--- config.mk ---
export PLATFORM = sky130hd
export DESIGN_NAME = iwb_channel
export DESIGN_NICKNAME = d
export VERILOG_FILES = /design/src/iwb_pkg.sv /design/src/iwb_fifo.sv /design/src/iwb_channel.sv
export SDC_FILE = /design/constraint.sdc
export NUM_CORES = 1
export LEC_CHECK = 0
export ABC_AREA = 0
export ABC_CLOCK_PERIOD_IN_PS = 9500
export BUFFER_PORTS_ARGS = -buffer_cell sky130_fd_sc_hd__buf_2
export CORE_UTILIZATION = 25
export DETAILED_ROUTE_END_ITERATION = 12
export PLACE_DENSITY_LB_ADDON = 0.2
export SYNTH_ARGS = -nofsm -noshare
export SYNTH_HDL_FRONTEND = slang
export SYNTH_SLANG_ARGS = --single-unit
--- constraint.sdc ---
create_clock -name ref_clk_in -period 9.5 [get_ports ref_clk_in]
set_clock_uncertainty 0.05 [all_clocks]
set_input_delay 0.475 -clock ref_clk_in [delete_from_list [all_inputs] [get_ports ref_clk_in]]
set_output_delay 0.475 -clock ref_clk_in [all_outputs]
set_load 0.03 [all_outputs]
--- src/iwb_pkg.sv ---
// Channel word buffer package: widths, field positions, states and
// the packed descriptor register layout.
// Assumes descriptor bit n of a 48-bit word sits at word index n.
package iwb_pkg;

    ////////////////////////////////////////////////////////////////////////
    // Widths
    localparam int WORD_W      = 48;
    localparam int CHAR_W      = 6;
    localparam int POS_W       = 3;
    localparam int CHARS_WORD  = 8;
    localparam int DESC_BITS   = 42;
    localparam int FIFO_DEPTH  = 32;

    ////////////////////////////////////////////////////////////////////////
    // Descriptor field positions within a word
    localparam int UNIT_HI     = 45;
    localparam int UNIT_LO     = 41;
    localparam int WCNT_HI     = 40;
    localparam int WCNT_LO     = 31;
    localparam int INHIBIT_BIT = 30;
    localparam int BINARY_BIT  = 27;
    localparam int DIR_BIT     = 26;
    localparam int WMODE_BIT   = 25;
    localparam int INPUT_BIT   = 24;
    localparam int ERR_HI      = 22;
    localparam int ERR_LO      = 16;
    localparam int ADDR_HI     = 15;
    localparam int ADDR_LO     = 1;

    // Error field bit raised when a binary record ends mid-word
    localparam int PART_ERR    = 0;

    ////////////////////////////////////////////////////////////////////////
    // Reset values
    localparam logic [WORD_W-1:0] WORD_RST = 48'h0000_0000_0000;
    localparam logic [POS_W-1:0]  POS_RST  = 3'h0;
    localparam logic [POS_W-1:0]  POS_LAST = 3'h7;

    // Descriptor register: 42 storage bits, no cells for 23, 28, 29
    typedef struct packed {
        logic [4:0]  unit;
        logic [9:0]  wcount;
        logic        inhibit;
        logic        binary;
        logic        backward;
        logic        word_mode;
        logic        input_op;
        logic [6:0]  err;
        logic [14:0] addr;
    } iwb_desc_t;

    typedef enum logic [2:0] {
        ST_IDLE, ST_DFETCH, ST_DLOAD, ST_RUN_IN, ST_STORE,
        ST_FETCH, ST_UNLOAD, ST_WAIT_END
    } iwb_state_t;

endpackage : iwb_pkg

--- src/iwb_fifo.sv ---
// Character FIFO between the word buffer and the peripheral output.
// Assumes a single clock; both sides use valid/ready handshakes.
`timescale 1ns/1ps
module iwb_fifo #(
    parameter int WIDTH = 6,
    parameter int DEPTH = 32
) (
    input  wire logic             ref_clk_in,
    input  wire logic             rst_in,
    input  wire logic             in_valid_in,
    output logic                  in_ready_out,
    input  wire logic [WIDTH-1:0] in_data_in,
    output logic                  out_valid_out,
    input  wire logic             out_ready_in,
    output logic      [WIDTH-1:0] out_data_out
);
    localparam int AW = (DEPTH > 1) ? $clog2(DEPTH) : 1;

    // Power-of-two depth lets pointers wrap
    if (DEPTH < 2 || (1 << AW) != DEPTH || WIDTH < 1) begin : g_chk
        $error("iwb_fifo: DEPTH must be a power of two >= 2");
    end

    typedef struct packed {
        logic [DEPTH-1:0][WIDTH-1:0] mem;
        logic [AW-1:0]               rd;
        logic [AW-1:0]               wr;
        logic [AW:0]                 cnt;
    } iwb_fifo_st_t;

    iwb_fifo_st_t st_q, st_d;
    logic         push;
    logic         pop;

    // Full and empty from the occupancy count
    assign in_ready_out  = (st_q.cnt != (AW+1)'(DEPTH));
    assign out_valid_out = (st_q.cnt != '0);
    assign out_data_out  = st_q.mem[st_q.rd];
    assign push          = in_valid_in && in_ready_out;
    assign pop           = out_valid_out && out_ready_in;

    // Next state of storage and pointers
    always_comb begin
        st_d = st_q;
        if (push) begin
            st_d.mem[st_q.wr] = in_data_in;
            st_d.wr           = st_q.wr + 1'b1;
        end
        if (pop) begin
            st_d.rd = st_q.rd + 1'b1;
        end
        st_d.cnt = st_q.cnt + (AW+1)'(push) - (AW+1)'(pop);
    end

    // State register
    always_ff @(posedge ref_clk_in or posedge rst_in) begin
        if (rst_in) begin
            st_q <= '0;
        end else begin
            st_q <= st_d;
        end
    end

endmodule : iwb_fifo

--- src/iwb_channel.sv ---
// Channel control unit datapath: one 48-bit word buffer between core
// memory (whole words) and a peripheral (6-bit characters), steered by a
// 42-bit descriptor register.
// Assumes memory holds req until ack; peripheral inputs are synchronous.
//
// Overview of operation
// - Memory moves whole 48-bit words in parallel
// - Peripheral moves one 6-bit character at a time
// - One word buffer filled or emptied by characters
// - Descriptor goes to word buffer, then descriptor register
// - Descriptor register: 42 bits, no 23, 28, 29
// - Bits 45..41 select the peripheral unit
// - Word count in bits 40..31 ends memory transfer in word or binary mode
// - Bit 30 set: no memory data accesses
// - Bit 27: binary whole words, else alphanumeric partial
// - Bit 26: tape forward when clear, backward set
// - Bit 25 set: word mode, else character mode
// - Bit 24 set: input, clear: output
// - Bits 22..16 collect errors and control flags
// - Bits 15..1 address every memory data access
// - Position counter picks character; 0 is most significant
// - Full input word stored, next word started
`timescale 1ns/1ps
module iwb_channel
    import iwb_pkg::*;
#(
    parameter int FIFO_DEPTH_P = 32
) (
    input  wire logic                    ref_clk_in,
    input  wire logic                    rst_in,
    input  wire logic                    commence_timing_flag_in,
    input  wire logic [14:0]             desc_addr_in,
    output logic                         mem_req_out,
    output logic                         mem_we_out,
    output logic      [14:0]             mem_addr_out,
    output logic      [iwb_pkg::WORD_W-1:0] mem_wdata_out,
    input  wire logic                    mem_ack_in,
    input  wire logic [iwb_pkg::WORD_W-1:0] mem_rdata_in,
    input  wire logic                    char_in_valid_in,
    output logic                         char_in_ready_out,
    input  wire logic [iwb_pkg::CHAR_W-1:0] char_in_data_in,
    output logic                         char_out_valid_out,
    input  wire logic                    char_out_ready_in,
    output logic      [iwb_pkg::CHAR_W-1:0] char_out_data_out,
    input  wire logic                    rec_end_in,
    input  wire logic [6:0]              periph_err_in,
    output logic      [4:0]              unit_sel_out,
    output logic                         tape_backward_out,
    output logic                         input_op_out,
    output logic                         binary_out,
    output logic                         busy_out,
    output logic                         done_out,
    output logic      [iwb_pkg::WORD_W-1:0] result_desc_out
);
    import iwb_pkg::*;

    if (FIFO_DEPTH_P < 2) begin : g_chk
        $error("iwb_channel: FIFO_DEPTH_P must be at least 2");
    end

    ////////////////////////////////////////////////////////////////////////
    // Helpers

    // Character at pos; position 0 is the top one
    function automatic logic [CHAR_W-1:0] get_char(
        input logic [WORD_W-1:0] w,
        input logic [POS_W-1:0]  pos
    );
        logic [WORD_W-1:0] s;
        s = w << (CHAR_W * int'(pos));
        return s[WORD_W-1 -: CHAR_W];
    endfunction : get_char

    // Word with character pos replaced
    function automatic logic [WORD_W-1:0] put_char(
        input logic [WORD_W-1:0] w,
        input logic [POS_W-1:0]  pos,
        input logic [CHAR_W-1:0] c
    );
        logic [WORD_W-1:0] m;
        logic [WORD_W-1:0] v;
        m = {{CHAR_W{1'b1}}, {(WORD_W-CHAR_W){1'b0}}} >> (CHAR_W*int'(pos));
        v = {c, {(WORD_W-CHAR_W){1'b0}}} >> (CHAR_W * int'(pos));
        return (w & ~m) | v;
    endfunction : put_char

    // Descriptor word to register; unused bits dropped
    function automatic iwb_desc_t unpack_desc(input logic [WORD_W-1:0] w);
        iwb_desc_t d;
        d.unit      = w[UNIT_HI:UNIT_LO];
        d.wcount    = w[WCNT_HI:WCNT_LO];
        d.inhibit   = w[INHIBIT_BIT];
        d.binary    = w[BINARY_BIT];
        d.backward  = w[DIR_BIT];
        d.word_mode = w[WMODE_BIT];
        d.input_op  = w[INPUT_BIT];
        d.err       = w[ERR_HI:ERR_LO];
        d.addr      = w[ADDR_HI:ADDR_LO];
        return d;
    endfunction : unpack_desc

    // Register back to descriptor layout; missing cells read zero
    function automatic logic [WORD_W-1:0] pack_desc(input iwb_desc_t d);
        logic [WORD_W-1:0] w;
        w                   = WORD_RST;
        w[UNIT_HI:UNIT_LO]  = d.unit;
        w[WCNT_HI:WCNT_LO]  = d.wcount;
        w[INHIBIT_BIT]      = d.inhibit;
        w[BINARY_BIT]       = d.binary;
        w[DIR_BIT]          = d.backward;
        w[WMODE_BIT]        = d.word_mode;
        w[INPUT_BIT]        = d.input_op;
        w[ERR_HI:ERR_LO]    = d.err;
        w[ADDR_HI:ADDR_LO]  = d.addr;
        return w;
    endfunction : pack_desc

    ////////////////////////////////////////////////////////////////////////
    // State

    typedef struct packed {
        iwb_state_t        st;
        logic [WORD_W-1:0] w;
        iwb_desc_t         d;
        logic [POS_W-1:0]  pos;
        logic              fin_pend;
        logic              done;
    } iwb_chan_st_t;

    iwb_chan_st_t       s_q, s_d;
    logic               count_mode;
    logic               fifo_in_valid;
    logic               fifo_in_ready;
    logic               char_take;
    logic [CHAR_W-1:0]  unload_char;

    // Word count governs whole-word transfers
    assign count_mode    = s_q.d.word_mode || s_q.d.binary;
    assign unload_char   = get_char(s_q.w, s_q.pos);
    assign fifo_in_valid = (s_q.st == ST_UNLOAD);
    assign char_in_ready_out = (s_q.st == ST_RUN_IN) ||
                               (s_q.st == ST_WAIT_END);
    assign char_take     = char_in_valid_in && char_in_ready_out;

    // Memory side: one word per handshake, address from descriptor, desc_addr_in for the descriptor fetch
    assign mem_req_out   = (s_q.st == ST_DFETCH) || (s_q.st == ST_STORE) ||
                           (s_q.st == ST_FETCH);
    assign mem_we_out    = (s_q.st == ST_STORE);
    assign mem_addr_out  = (s_q.st == ST_DFETCH) ? desc_addr_in
                                                 : s_q.d.addr;
    assign mem_wdata_out = s_q.w;

    // Descriptor-derived controls, plus busy and done status from the state
    assign unit_sel_out      = s_q.d.unit;
    assign tape_backward_out = s_q.d.backward;
    assign input_op_out      = s_q.d.input_op;
    assign binary_out        = s_q.d.binary;
    assign busy_out          = (s_q.st != ST_IDLE);
    assign done_out          = s_q.done;
    assign result_desc_out   = pack_desc(s_q.d);

    ////////////////////////////////////////////////////////////////////////
    // Next-state logic
    always_comb begin
        s_d      = s_q;
        s_d.done = 1'b0;
        // Errors gather into the descriptor while busy, except during the descriptor fetch
        if (s_q.st != ST_IDLE && s_q.st != ST_DFETCH) begin
            s_d.d.err = s_q.d.err | periph_err_in;
        end
        unique case (s_q.st)
            ST_IDLE: begin
                if (commence_timing_flag_in) begin
                    s_d.st = ST_DFETCH;
                end
            end
            ST_DFETCH: begin
                if (mem_ack_in) begin
                    s_d.w  = mem_rdata_in;
                    s_d.st = ST_DLOAD;
                end
            end
            ST_DLOAD: begin
                s_d.d        = unpack_desc(s_q.w);
                s_d.d.err    = s_d.d.err | periph_err_in;
                s_d.w        = WORD_RST;
                s_d.pos      = POS_RST;
                s_d.fin_pend = 1'b0;
                if (s_q.w[INHIBIT_BIT]) begin
                    s_d.st = ST_WAIT_END;
                end else if ((s_q.w[WMODE_BIT] || s_q.w[BINARY_BIT]) &&
                             s_q.w[WCNT_HI:WCNT_LO] == '0) begin
                    s_d.st   = ST_IDLE;
                    s_d.done = 1'b1;
                end else if (s_q.w[INPUT_BIT]) begin
                    s_d.st = ST_RUN_IN;
                end else begin
                    s_d.st = ST_FETCH;
                end
            end
            ST_RUN_IN: begin
                if (char_take) begin
                    s_d.w = put_char(s_q.w, s_q.pos, char_in_data_in);
                    if (s_q.pos == POS_LAST) begin
                        s_d.st = ST_STORE;
                    end else begin
                        s_d.pos = s_q.pos + 1'b1;
                    end
                end else if (rec_end_in) begin
                    if (s_q.pos == POS_RST) begin
                        s_d.st   = ST_IDLE;
                        s_d.done = 1'b1;
                    end else begin
                        // Partial last word: allowed only for alpha
                        if (s_q.d.binary) begin
                            s_d.d.err[PART_ERR] = 1'b1;
                        end
                        s_d.fin_pend = 1'b1;
                        s_d.st       = ST_STORE;
                    end
                end
            end
            ST_STORE: begin
                if (mem_ack_in) begin
                    s_d.d.addr   = s_q.d.addr + 15'h1;
                    s_d.d.wcount = s_q.d.wcount - 10'h1;
                    s_d.w        = WORD_RST;
                    s_d.pos      = POS_RST;
                    if (s_q.fin_pend ||
                        (count_mode && s_q.d.wcount == 10'h1)) begin
                        s_d.st   = ST_IDLE;
                        s_d.done = 1'b1;
                    end else begin
                        s_d.st = ST_RUN_IN;
                    end
                end
            end
            ST_FETCH: begin
                if (mem_ack_in) begin
                    s_d.w        = mem_rdata_in;
                    s_d.d.addr   = s_q.d.addr + 15'h1;
                    s_d.d.wcount = s_q.d.wcount - 10'h1;
                    s_d.pos      = POS_RST;
                    s_d.st       = ST_UNLOAD;
                end else if (rec_end_in && !count_mode) begin
                    s_d.st   = ST_IDLE;
                    s_d.done = 1'b1;
                end
            end
            ST_UNLOAD: begin
                if (fifo_in_ready) begin
                    if (s_q.pos != POS_LAST) begin
                        s_d.pos = s_q.pos + 1'b1;
                    end else if (count_mode && s_q.d.wcount == '0) begin
                        s_d.st   = ST_IDLE;
                        s_d.done = 1'b1;
                    end else begin
                        s_d.st = ST_FETCH;
                    end
                end else if (rec_end_in && !count_mode) begin
                    s_d.st   = ST_IDLE;
                    s_d.done = 1'b1;
                end
            end
            ST_WAIT_END: begin
                // No memory traffic; input characters dropped
                if (rec_end_in && !char_take) begin
                    s_d.st   = ST_IDLE;
                    s_d.done = 1'b1;
                end
            end
        endcase
    end

    ////////////////////////////////////////////////////////////////////////
    // State register
    always_ff @(posedge ref_clk_in or posedge rst_in) begin
        if (rst_in) begin
            s_q <= '{st: ST_IDLE, w: WORD_RST, d: '0, pos: POS_RST,
                     fin_pend: 1'b0, done: 1'b0};
        end else begin
            s_q <= s_d;
        end
    end

    ////////////////////////////////////////////////////////////////////////
    // Output characters toward the peripheral
    iwb_fifo #(
        .WIDTH (CHAR_W),
        .DEPTH (FIFO_DEPTH_P)
    ) u_fifo (
        .ref_clk_in    (ref_clk_in),
        .rst_in        (rst_in),
        .in_valid_in   (fifo_in_valid),
        .in_ready_out  (fifo_in_ready),
        .in_data_in    (unload_char),
        .out_valid_out (char_out_valid_out),
        .out_ready_in  (char_out_ready_in),
        .out_data_out  (char_out_data_out)
    );

endmodule : iwb_channel

==> results of run 1 <==
cells by family (layout without fill, tap and decap cells):
| logic type | after synthesis | after routing |
|---|---|---|
| mux | 168 | 168 |
| simple gates | 519 | 519 |
| fa+ha+maj | 28 | 28 |
| flops | 306 | 306 |
| buf+inv | 273 | 329 |
| compound gates | 440 | 440 |
| xor+xnor | 13 | 13 |
| other cells | 1 | 7 |
placed cells by master (no fill, tap or decap), drive strengths merged, types with 26 or more instances in the layout:
cell type and count:
nand2 271, nand3 52, nor2 60, mux2i 51, dfrtp 306, nor3 28, a22o 34, clkbuf 56
buf 229, mux2 54, a21oi 54, mux4 63, ha 26, inv 31, o21ai 230, a22oi 31
final cells by class:
cell class              instances  area share
multi-input cells            1174      0.4152
flip-flops and latches        306      0.3897
repair buffers                229     0.06172
clock buffers                  56     0.05644
well taps                     873     0.05555
clock inverters                15     0.01533
inverters                      29    0.005918
diodes                          1   0.0001273
critical path: stages (launching register included):
cell,delay [ps]
dfrtp_2,340
buf_4,670
inv_1,210
ha_1,1000
nor2b_1,840
a22oi_1,200
nand3_1,130
and3_1,960
o21ai_0,240
flip-flops by register name, indices dropped and copies added, names as in the netlist:
name               cells
s_q                    7
mem_wdata_out         48
result_desc_out       34
done_out               1
input_op_out           1
tape_backward_out      1
binary_out             1
u_fifo.st_q          208
unit_sel_out           5
through the flow:
step	utilization	hold WS, ps	cell area (um2)	instances	setup WS, ps
6_report	0.2902	86.57	19660	2683	4646
3_5_place_dp	0.2694	414.4	18250	2611	4660
2_1_floorplan	-	394.6	17270	1753	515.7
3_3_place_gp	0.2694	406.3	18250	2611	4903
4_1_cts	0.2902	58.00	19660	2682	4658
5_1_grt	0.2902	74.88	19660	2683	4194
routing by layer:
metal  share of wire  vias up
met5         0.00021        -
met4           0.026        2
met3           0.050       91
met2            0.46      421
met1            0.47     6586
li1                -     6251
report_power, final:
part | internal, mW | total, mW | switching, mW | leakage [nW]
registers | 1.55 | 2.03 | 0.478 | 4.10
logic | 0.969 | 2.91 | 1.94 | 3.79
clock network | 1.01 | 1.63 | 0.617 | 0.685
path summary, 6_finish.rpt:
kind                             startpoint                to  cells past startpoint
max                                  s_q[2]   u_fifo.st_q[48]                      8
min                         mem_rdata_in[6]  mem_wdata_out[6]                      3
min in group asynchronous            rst_in   unit_sel_out[1]                      2
max reg2reg                          s_q[2]   u_fifo.st_q[48]                      8
max in group asynchronous            rst_in   u_fifo.st_q[11]                      3
min reg2reg                u_fifo.st_q[198]  u_fifo.st_q[198]                      2
==> results_dict.tcl, run 1 <==
set metrics [dict create \
    via_count 13350 \
    gr-usage-met3 0.02378 \
    antenna_found_initial 3 \
    clock_tree.root_cell "clkbuf_16" \
    synth_edf_count 0 \
    outcome "finished, final reports clean" \
    crit_path_start_kind "register" \
    yosysSeqAreaShare 0.4439 \
    ys.flop_type "dfrtp_1" \
    cts_tree "yes" \
    grtUsageMet1 0.2237 \
    crit_required_ps 9830 \
    drt_iter0_markers 916 \
    gp_congestion 0.8644 \
    portBuffers 207 \
    route.detailed.drc 0 \
    yosys.area_share.adder 0.02118 \
    powerDensity_mw_per_mm2 333.8 \
    setup_viol 0 \
    grt_pass1_wl_mm 85.99 \
    crit_fanout 59 \
    power.static_leakage_nw 8.572 \
    yosys_warnings 0 \
    drive_gt1_frac 0.2300 \
    clk_latency_ps 570 \
    cp-end-kind "register" \
    synth-simple-area-share 0.1387 \
    grt-busiest-layer "met2" \
    hp-class "primary input to register" \
    fp.dieW_um 264.7 \
    chipHeight_um 264.7 \
    grt.total_usage 0.1600 \
    synth_common_cells "dfrtp_1 (306), nand2_1 (271), o21ai_0 (230)" \
    synth-xor-area-share 0.007035 \
    ir_drop_mv 0.1592 \
    tns_ps 0 \
    synth-seq-cells 306 \
    cp.arrival_ps 5190 \
    postCtsSetupBuffers 0 \
    dieArea_mm2 0.07006 \
    netlist_area_mm2 0.01725 \
    crit_type "register to register" \
    dp_hpwl_mm 39.32 \
    ant_nets 0 \
    fp.coreArea_mm2 0.06775 \
    fin_nets 1890 \
    cts-resized-gates 0 \
    cap_violations 0 \
    drt_wl_total_mm 55.83 \
    timing.slew.headroom 0.2035 \
    ios 214 \
    grt_util_met2 0.2541 \
    overflow 0 \
    yosysTopAreaCell "dfrtp_1" \
    multi_input_area_mm2 0.008164 \
    drt-pass1-iter-count 5 \
    grt_max_degree 167 \
    start_util 0.2546 \
    period_minus_slack_ps 4854 \
    clockBufferDepth 3 \
    synth_mux_area_frac 0.1473 \
    ctsHoldBuffers 0 \
    max_freq_mhz 206.0 \
    post_drt_via_cell_ratio 4.976 \
    area_delta_synth_final_pct 13.98 \
    rsz0062_at_grt "false" \
    synth_top_family_by_area "compound AO/OA/AOI/OAI gates" \
    post-synth-top-count-cell "dfrtp_1" \
    register_area_mm2 0.007664 \
    min_period_over_period 0.5110 \
    p_total_mw 6.564 \
    yosysTopAreaCellShare 0.4439 \
    syn-mean-instance-area_um2 9.869 \
    synthArstFlopShare 1.000 \
    synth-compound-area-share 0.1556 \
    wl_per_cell_um 20.81 \
    finalHoldViolCount 0 \
    clk_pin_slew_ps 60 \
    numCtsBuffers 39 \
    cts_max_level 2 \
    worst_pin_slew_ps 1195 \
    final_max_slew_viol_count 0 \
    regToRegSetupSlack_ps 4650 \
    rows 95 \
    cts_sinks 306 \
    synth_area_leaders "dfrtp_1 (44%), mux4_2 (8.1%), o21ai_0 (6.7%)" \
    fill_cells 7146 \
    synth_cell_types 72 \
    syn-instance-count 1748 \
    grt_pass1_vias 13400 \
]
No activity file was read; power rests on OpenSTA's default activity.
==> inputs of run 2 (changes only) <==
--- a/config.mk
+++ b/config.mk
@@ -5,8 +5,8 @@
 export SDC_FILE = /design/constraint.sdc
 export NUM_CORES = 1
 export LEC_CHECK = 0
-export ABC_AREA = 0
-export ABC_CLOCK_PERIOD_IN_PS = 9500
+export ABC_AREA = 1
+export ABC_CLOCK_PERIOD_IN_PS = 4000
 export BUFFER_PORTS_ARGS = -buffer_cell sky130_fd_sc_hd__buf_2
 export CORE_UTILIZATION = 25
 export DETAILED_ROUTE_END_ITERATION = 12
==> constraint.sdc (replaced) <==
create_clock -name ref_clk_in -period 4 [get_ports ref_clk_in]
set_clock_uncertainty 0.05 [all_clocks]
set_input_delay 0.2 -clock ref_clk_in [delete_from_list [all_inputs] [get_ports ref_clk_in]]
set_output_delay 0.2 -clock ref_clk_in [all_outputs]
set_load 0.03 [all_outputs]
==> results_dict.tcl, run 2 <==
set metrics [dict create \
    outcome "finished, final reports clean" \
    clock_tree.root_cell "clkbuf_16" \
    crit_top_cell "nand2_1" \
    final_max_slew_viol_count 0 \
    whs_endpoint "result_desc_out[16]" \
    yosysSeqAreaShare 0.4096 \
    synth-seq-cells 306 \
    clk_pin_slew_ps 60 \
    cts_max_level 2 \
    antenna_found_initial 1 \
    worst_r2r_endpoint "u_fifo.st_q[78]" \
    cts_tree "yes" \
    dp_hpwl_mm 47.46 \
    fin_nets 2981 \
    drive_gt1_frac 0.1362 \
    synthArstFlopShare 1.000 \
    fp.coreArea_mm2 0.07345 \
    syn-instance-count 2736 \
    crit_required_ps 4390 \
    crit_path_start_kind "register" \
    ios 214 \
    ir_drop_mv 0.5079 \
    min_period_over_period 0.8695 \
    synth_edf_count 0 \
    min_from "char_in_valid_in" \
    crit_fanout 32 \
    grt.total_usage 0.1758 \
    drt_iter0_markers 1221 \
    route.detailed.drc 0 \
    ys.flop_type "dfrtp_1" \
    top_register "u_fifo.st_q" \
    drt-pass1-iter-count 7 \
    holdPathStages 6 \
    syn-mean-instance-area_um2 6.833 \
    crit_type "register to register" \
    clockBufferDepth 3 \
    post-synth-top-count-cell "nand2_1" \
    netlist_area_mm2 0.01870 \
    chipHeight_um 275.5 \
    powerDensity_mw_per_mm2 839.4 \
    rsz0062_at_grt "false" \
    synth_area_leaders "dfrtp_1 (41%), nand2_1 (23%), o21ai_0 (7.4%)" \
    layout.cells.non_filler 3859 \
    gp_congestion 0.8671 \
    rr_startpoint "s_q[3]" \
    overflow 0 \
    hp-class "primary input to register" \
    worstPathCellList "ha_1 > fa_1 > buf_4 > nor2_2 > buf_4 > nand3_1 > nand2_1 > o21ai_0 > nand3_2 > nand2_1 > nand2_1" \
    numCtsBuffers 41 \
    largest_reg_flops 208 \
    layout_common_cells "nand2_1 (1167), dfrtp_1 (303), o21ai_0 (275)" \
    cap_violations 0 \
    drt_wl_total_mm 66.18 \
    clk_latency_ps 580 \
    p_total_mw 18.45 \
    dieArea_mm2 0.07588 \
    place_area_mm2 0.02007 \
    reg2reg_depth 11 \
    start_util 0.2545 \
    final.setup.worst_slack_ps 522.2 \
    post_drt_via_cell_ratio 4.556 \
    grt_pass1_wl_mm 103.7 \
    register_area_mm2 0.007661 \
    cts_sinks 306 \
    finalHoldViolCount 0 \
    cp-end-kind "register" \
    cp.arrival_ps 3870 \
    yosysTopAreaCell "dfrtp_1" \
    cp_slowest_cell "nand3_2" \
    grt_pass1_vias 17170 \
    wl_per_cell_um 17.15 \
    dp_cells 3726 \
    multi_input_area_mm2 0.009061 \
    worst_pin_slew_ps 975.4 \
    synth_cell_types 38 \
    antennaDiodeCount 0 \
    via_count 17580 \
    rows 99 \
    regToRegSetupSlack_ps 520 \
    fill_cells 8166 \
    postCtsSetupBuffers 0 \
    slowest_delay_ps 720 \
    setup_viol 0 \
    area_delta_synth_final_pct 17.56 \
    timing.slew.headroom 0.3490 \
    final_common_cell "nand2_1" \
    period_minus_slack_ps 3478 \
    yosys_warnings 0 \
    portBuffers 207 \
    grt_max_degree 95 \
    yosysTopAreaCellShare 0.4096 \
    ant_nets 0 \
    pre_cts_ws_ps 544.3 \
    design_area_mm2 0.02198 \
    synth_common_cells "nand2_1 (1167), dfrtp_1 (306), o21ai_0 (275)" \
    power.static_leakage_nw 11.44 \
    max_freq_mhz 287.5 \
    fp.dieW_um 275.5 \
]
## run 2: per-layer routing
| layer | GRT usage | part of all wire | vias to the layer above |
|---|---|---|---|
| met2 | 0.2904 | 0.47 | 422 |
| met4 | 0.04027 | 0.018 | 2 |
| met3 | 0.02323 | 0.043 | 71 |
| li1 | - | - | 8772 |
| met5 | 0 | 0.00015 | - |
| met1 | 0.2426 | 0.47 | 8313 |
## run 2: cell type report
type	count	area share
Sequential cell	306	0.3486
Clock buffer	63	0.05454
Inverter	187	0.03211
Multi-Input combinational cell	2031	0.4123
Clock inverter	10	0.004896
Timing Repair Buffer	303	0.09302
Tap cell	959	0.05459
## run 2: how the worst max path moves through the flow
stage | startpoint | end | slack (ps) | cells after the start
floorplan | rst_in | binary_out | -320 | 1
global placement | s_q[3] | u_fifo.st_q[132] | 600 | 11
detailed placement | s_q[3] | u_fifo.st_q[60] | 540 | 11
CTS | s_q[3] | u_fifo.st_q[78] | 540 | 11
global route | s_q[3] | u_fifo.st_q[192] | 260 | 11
finish | s_q[3] | u_fifo.st_q[78] | 520 | 11
## run 2: worst max-delay path: cells and delay by family, from the launching register on
family,cells,cell delay [ps]
buffers and inverters,2,430
AND/OR/NAND/NOR,6,1250
AO/OA/AOI/OAI,1,190
adder cells (fa/ha/maj),2,950
flip-flops,1,440
## run 2: through the flow
stage | setup TNS, ps | utilization | hold slack, ps
final | 0 | 0.2992 | 85.23
after global routing | 0 | 0.2992 | 119.4
after CTS | 0 | 0.2992 | 56.85
after detailed placement | 0 | 0.2733 | 228.9
after global placement | 0 | 0.2733 | 230.5
after floorplan | -98220 | - | 291.3
## run 2: timing repair
action,in CTS,in global routing
setup endpoints to repair,0,0
gates resized for setup,0,0
hold buffers,60,0
endpoints found under the hold margin,71,0
## run 2: kinds of logic (layout without fill, tap and decap cells)
family,count (synthesis),in the layout,share of synthesized area
other cells,1,6,0.0002006
simple gates,1590,1590,0.3419
buf+inv,404,563,0.1085
fa+ha+maj,28,28,0.01954
xor+xnor,18,18,0.008834
flops,306,306,0.4096
mux,1,1,0.0006023
compound gates,388,388,0.1109
## run 2: where the power goes
group	total (mW)	internal (mW)	switching, mW
clock	3.59	2.09	1.50
sequential	4.73	3.75	0.974
combinational	10.1	2.80	7.33
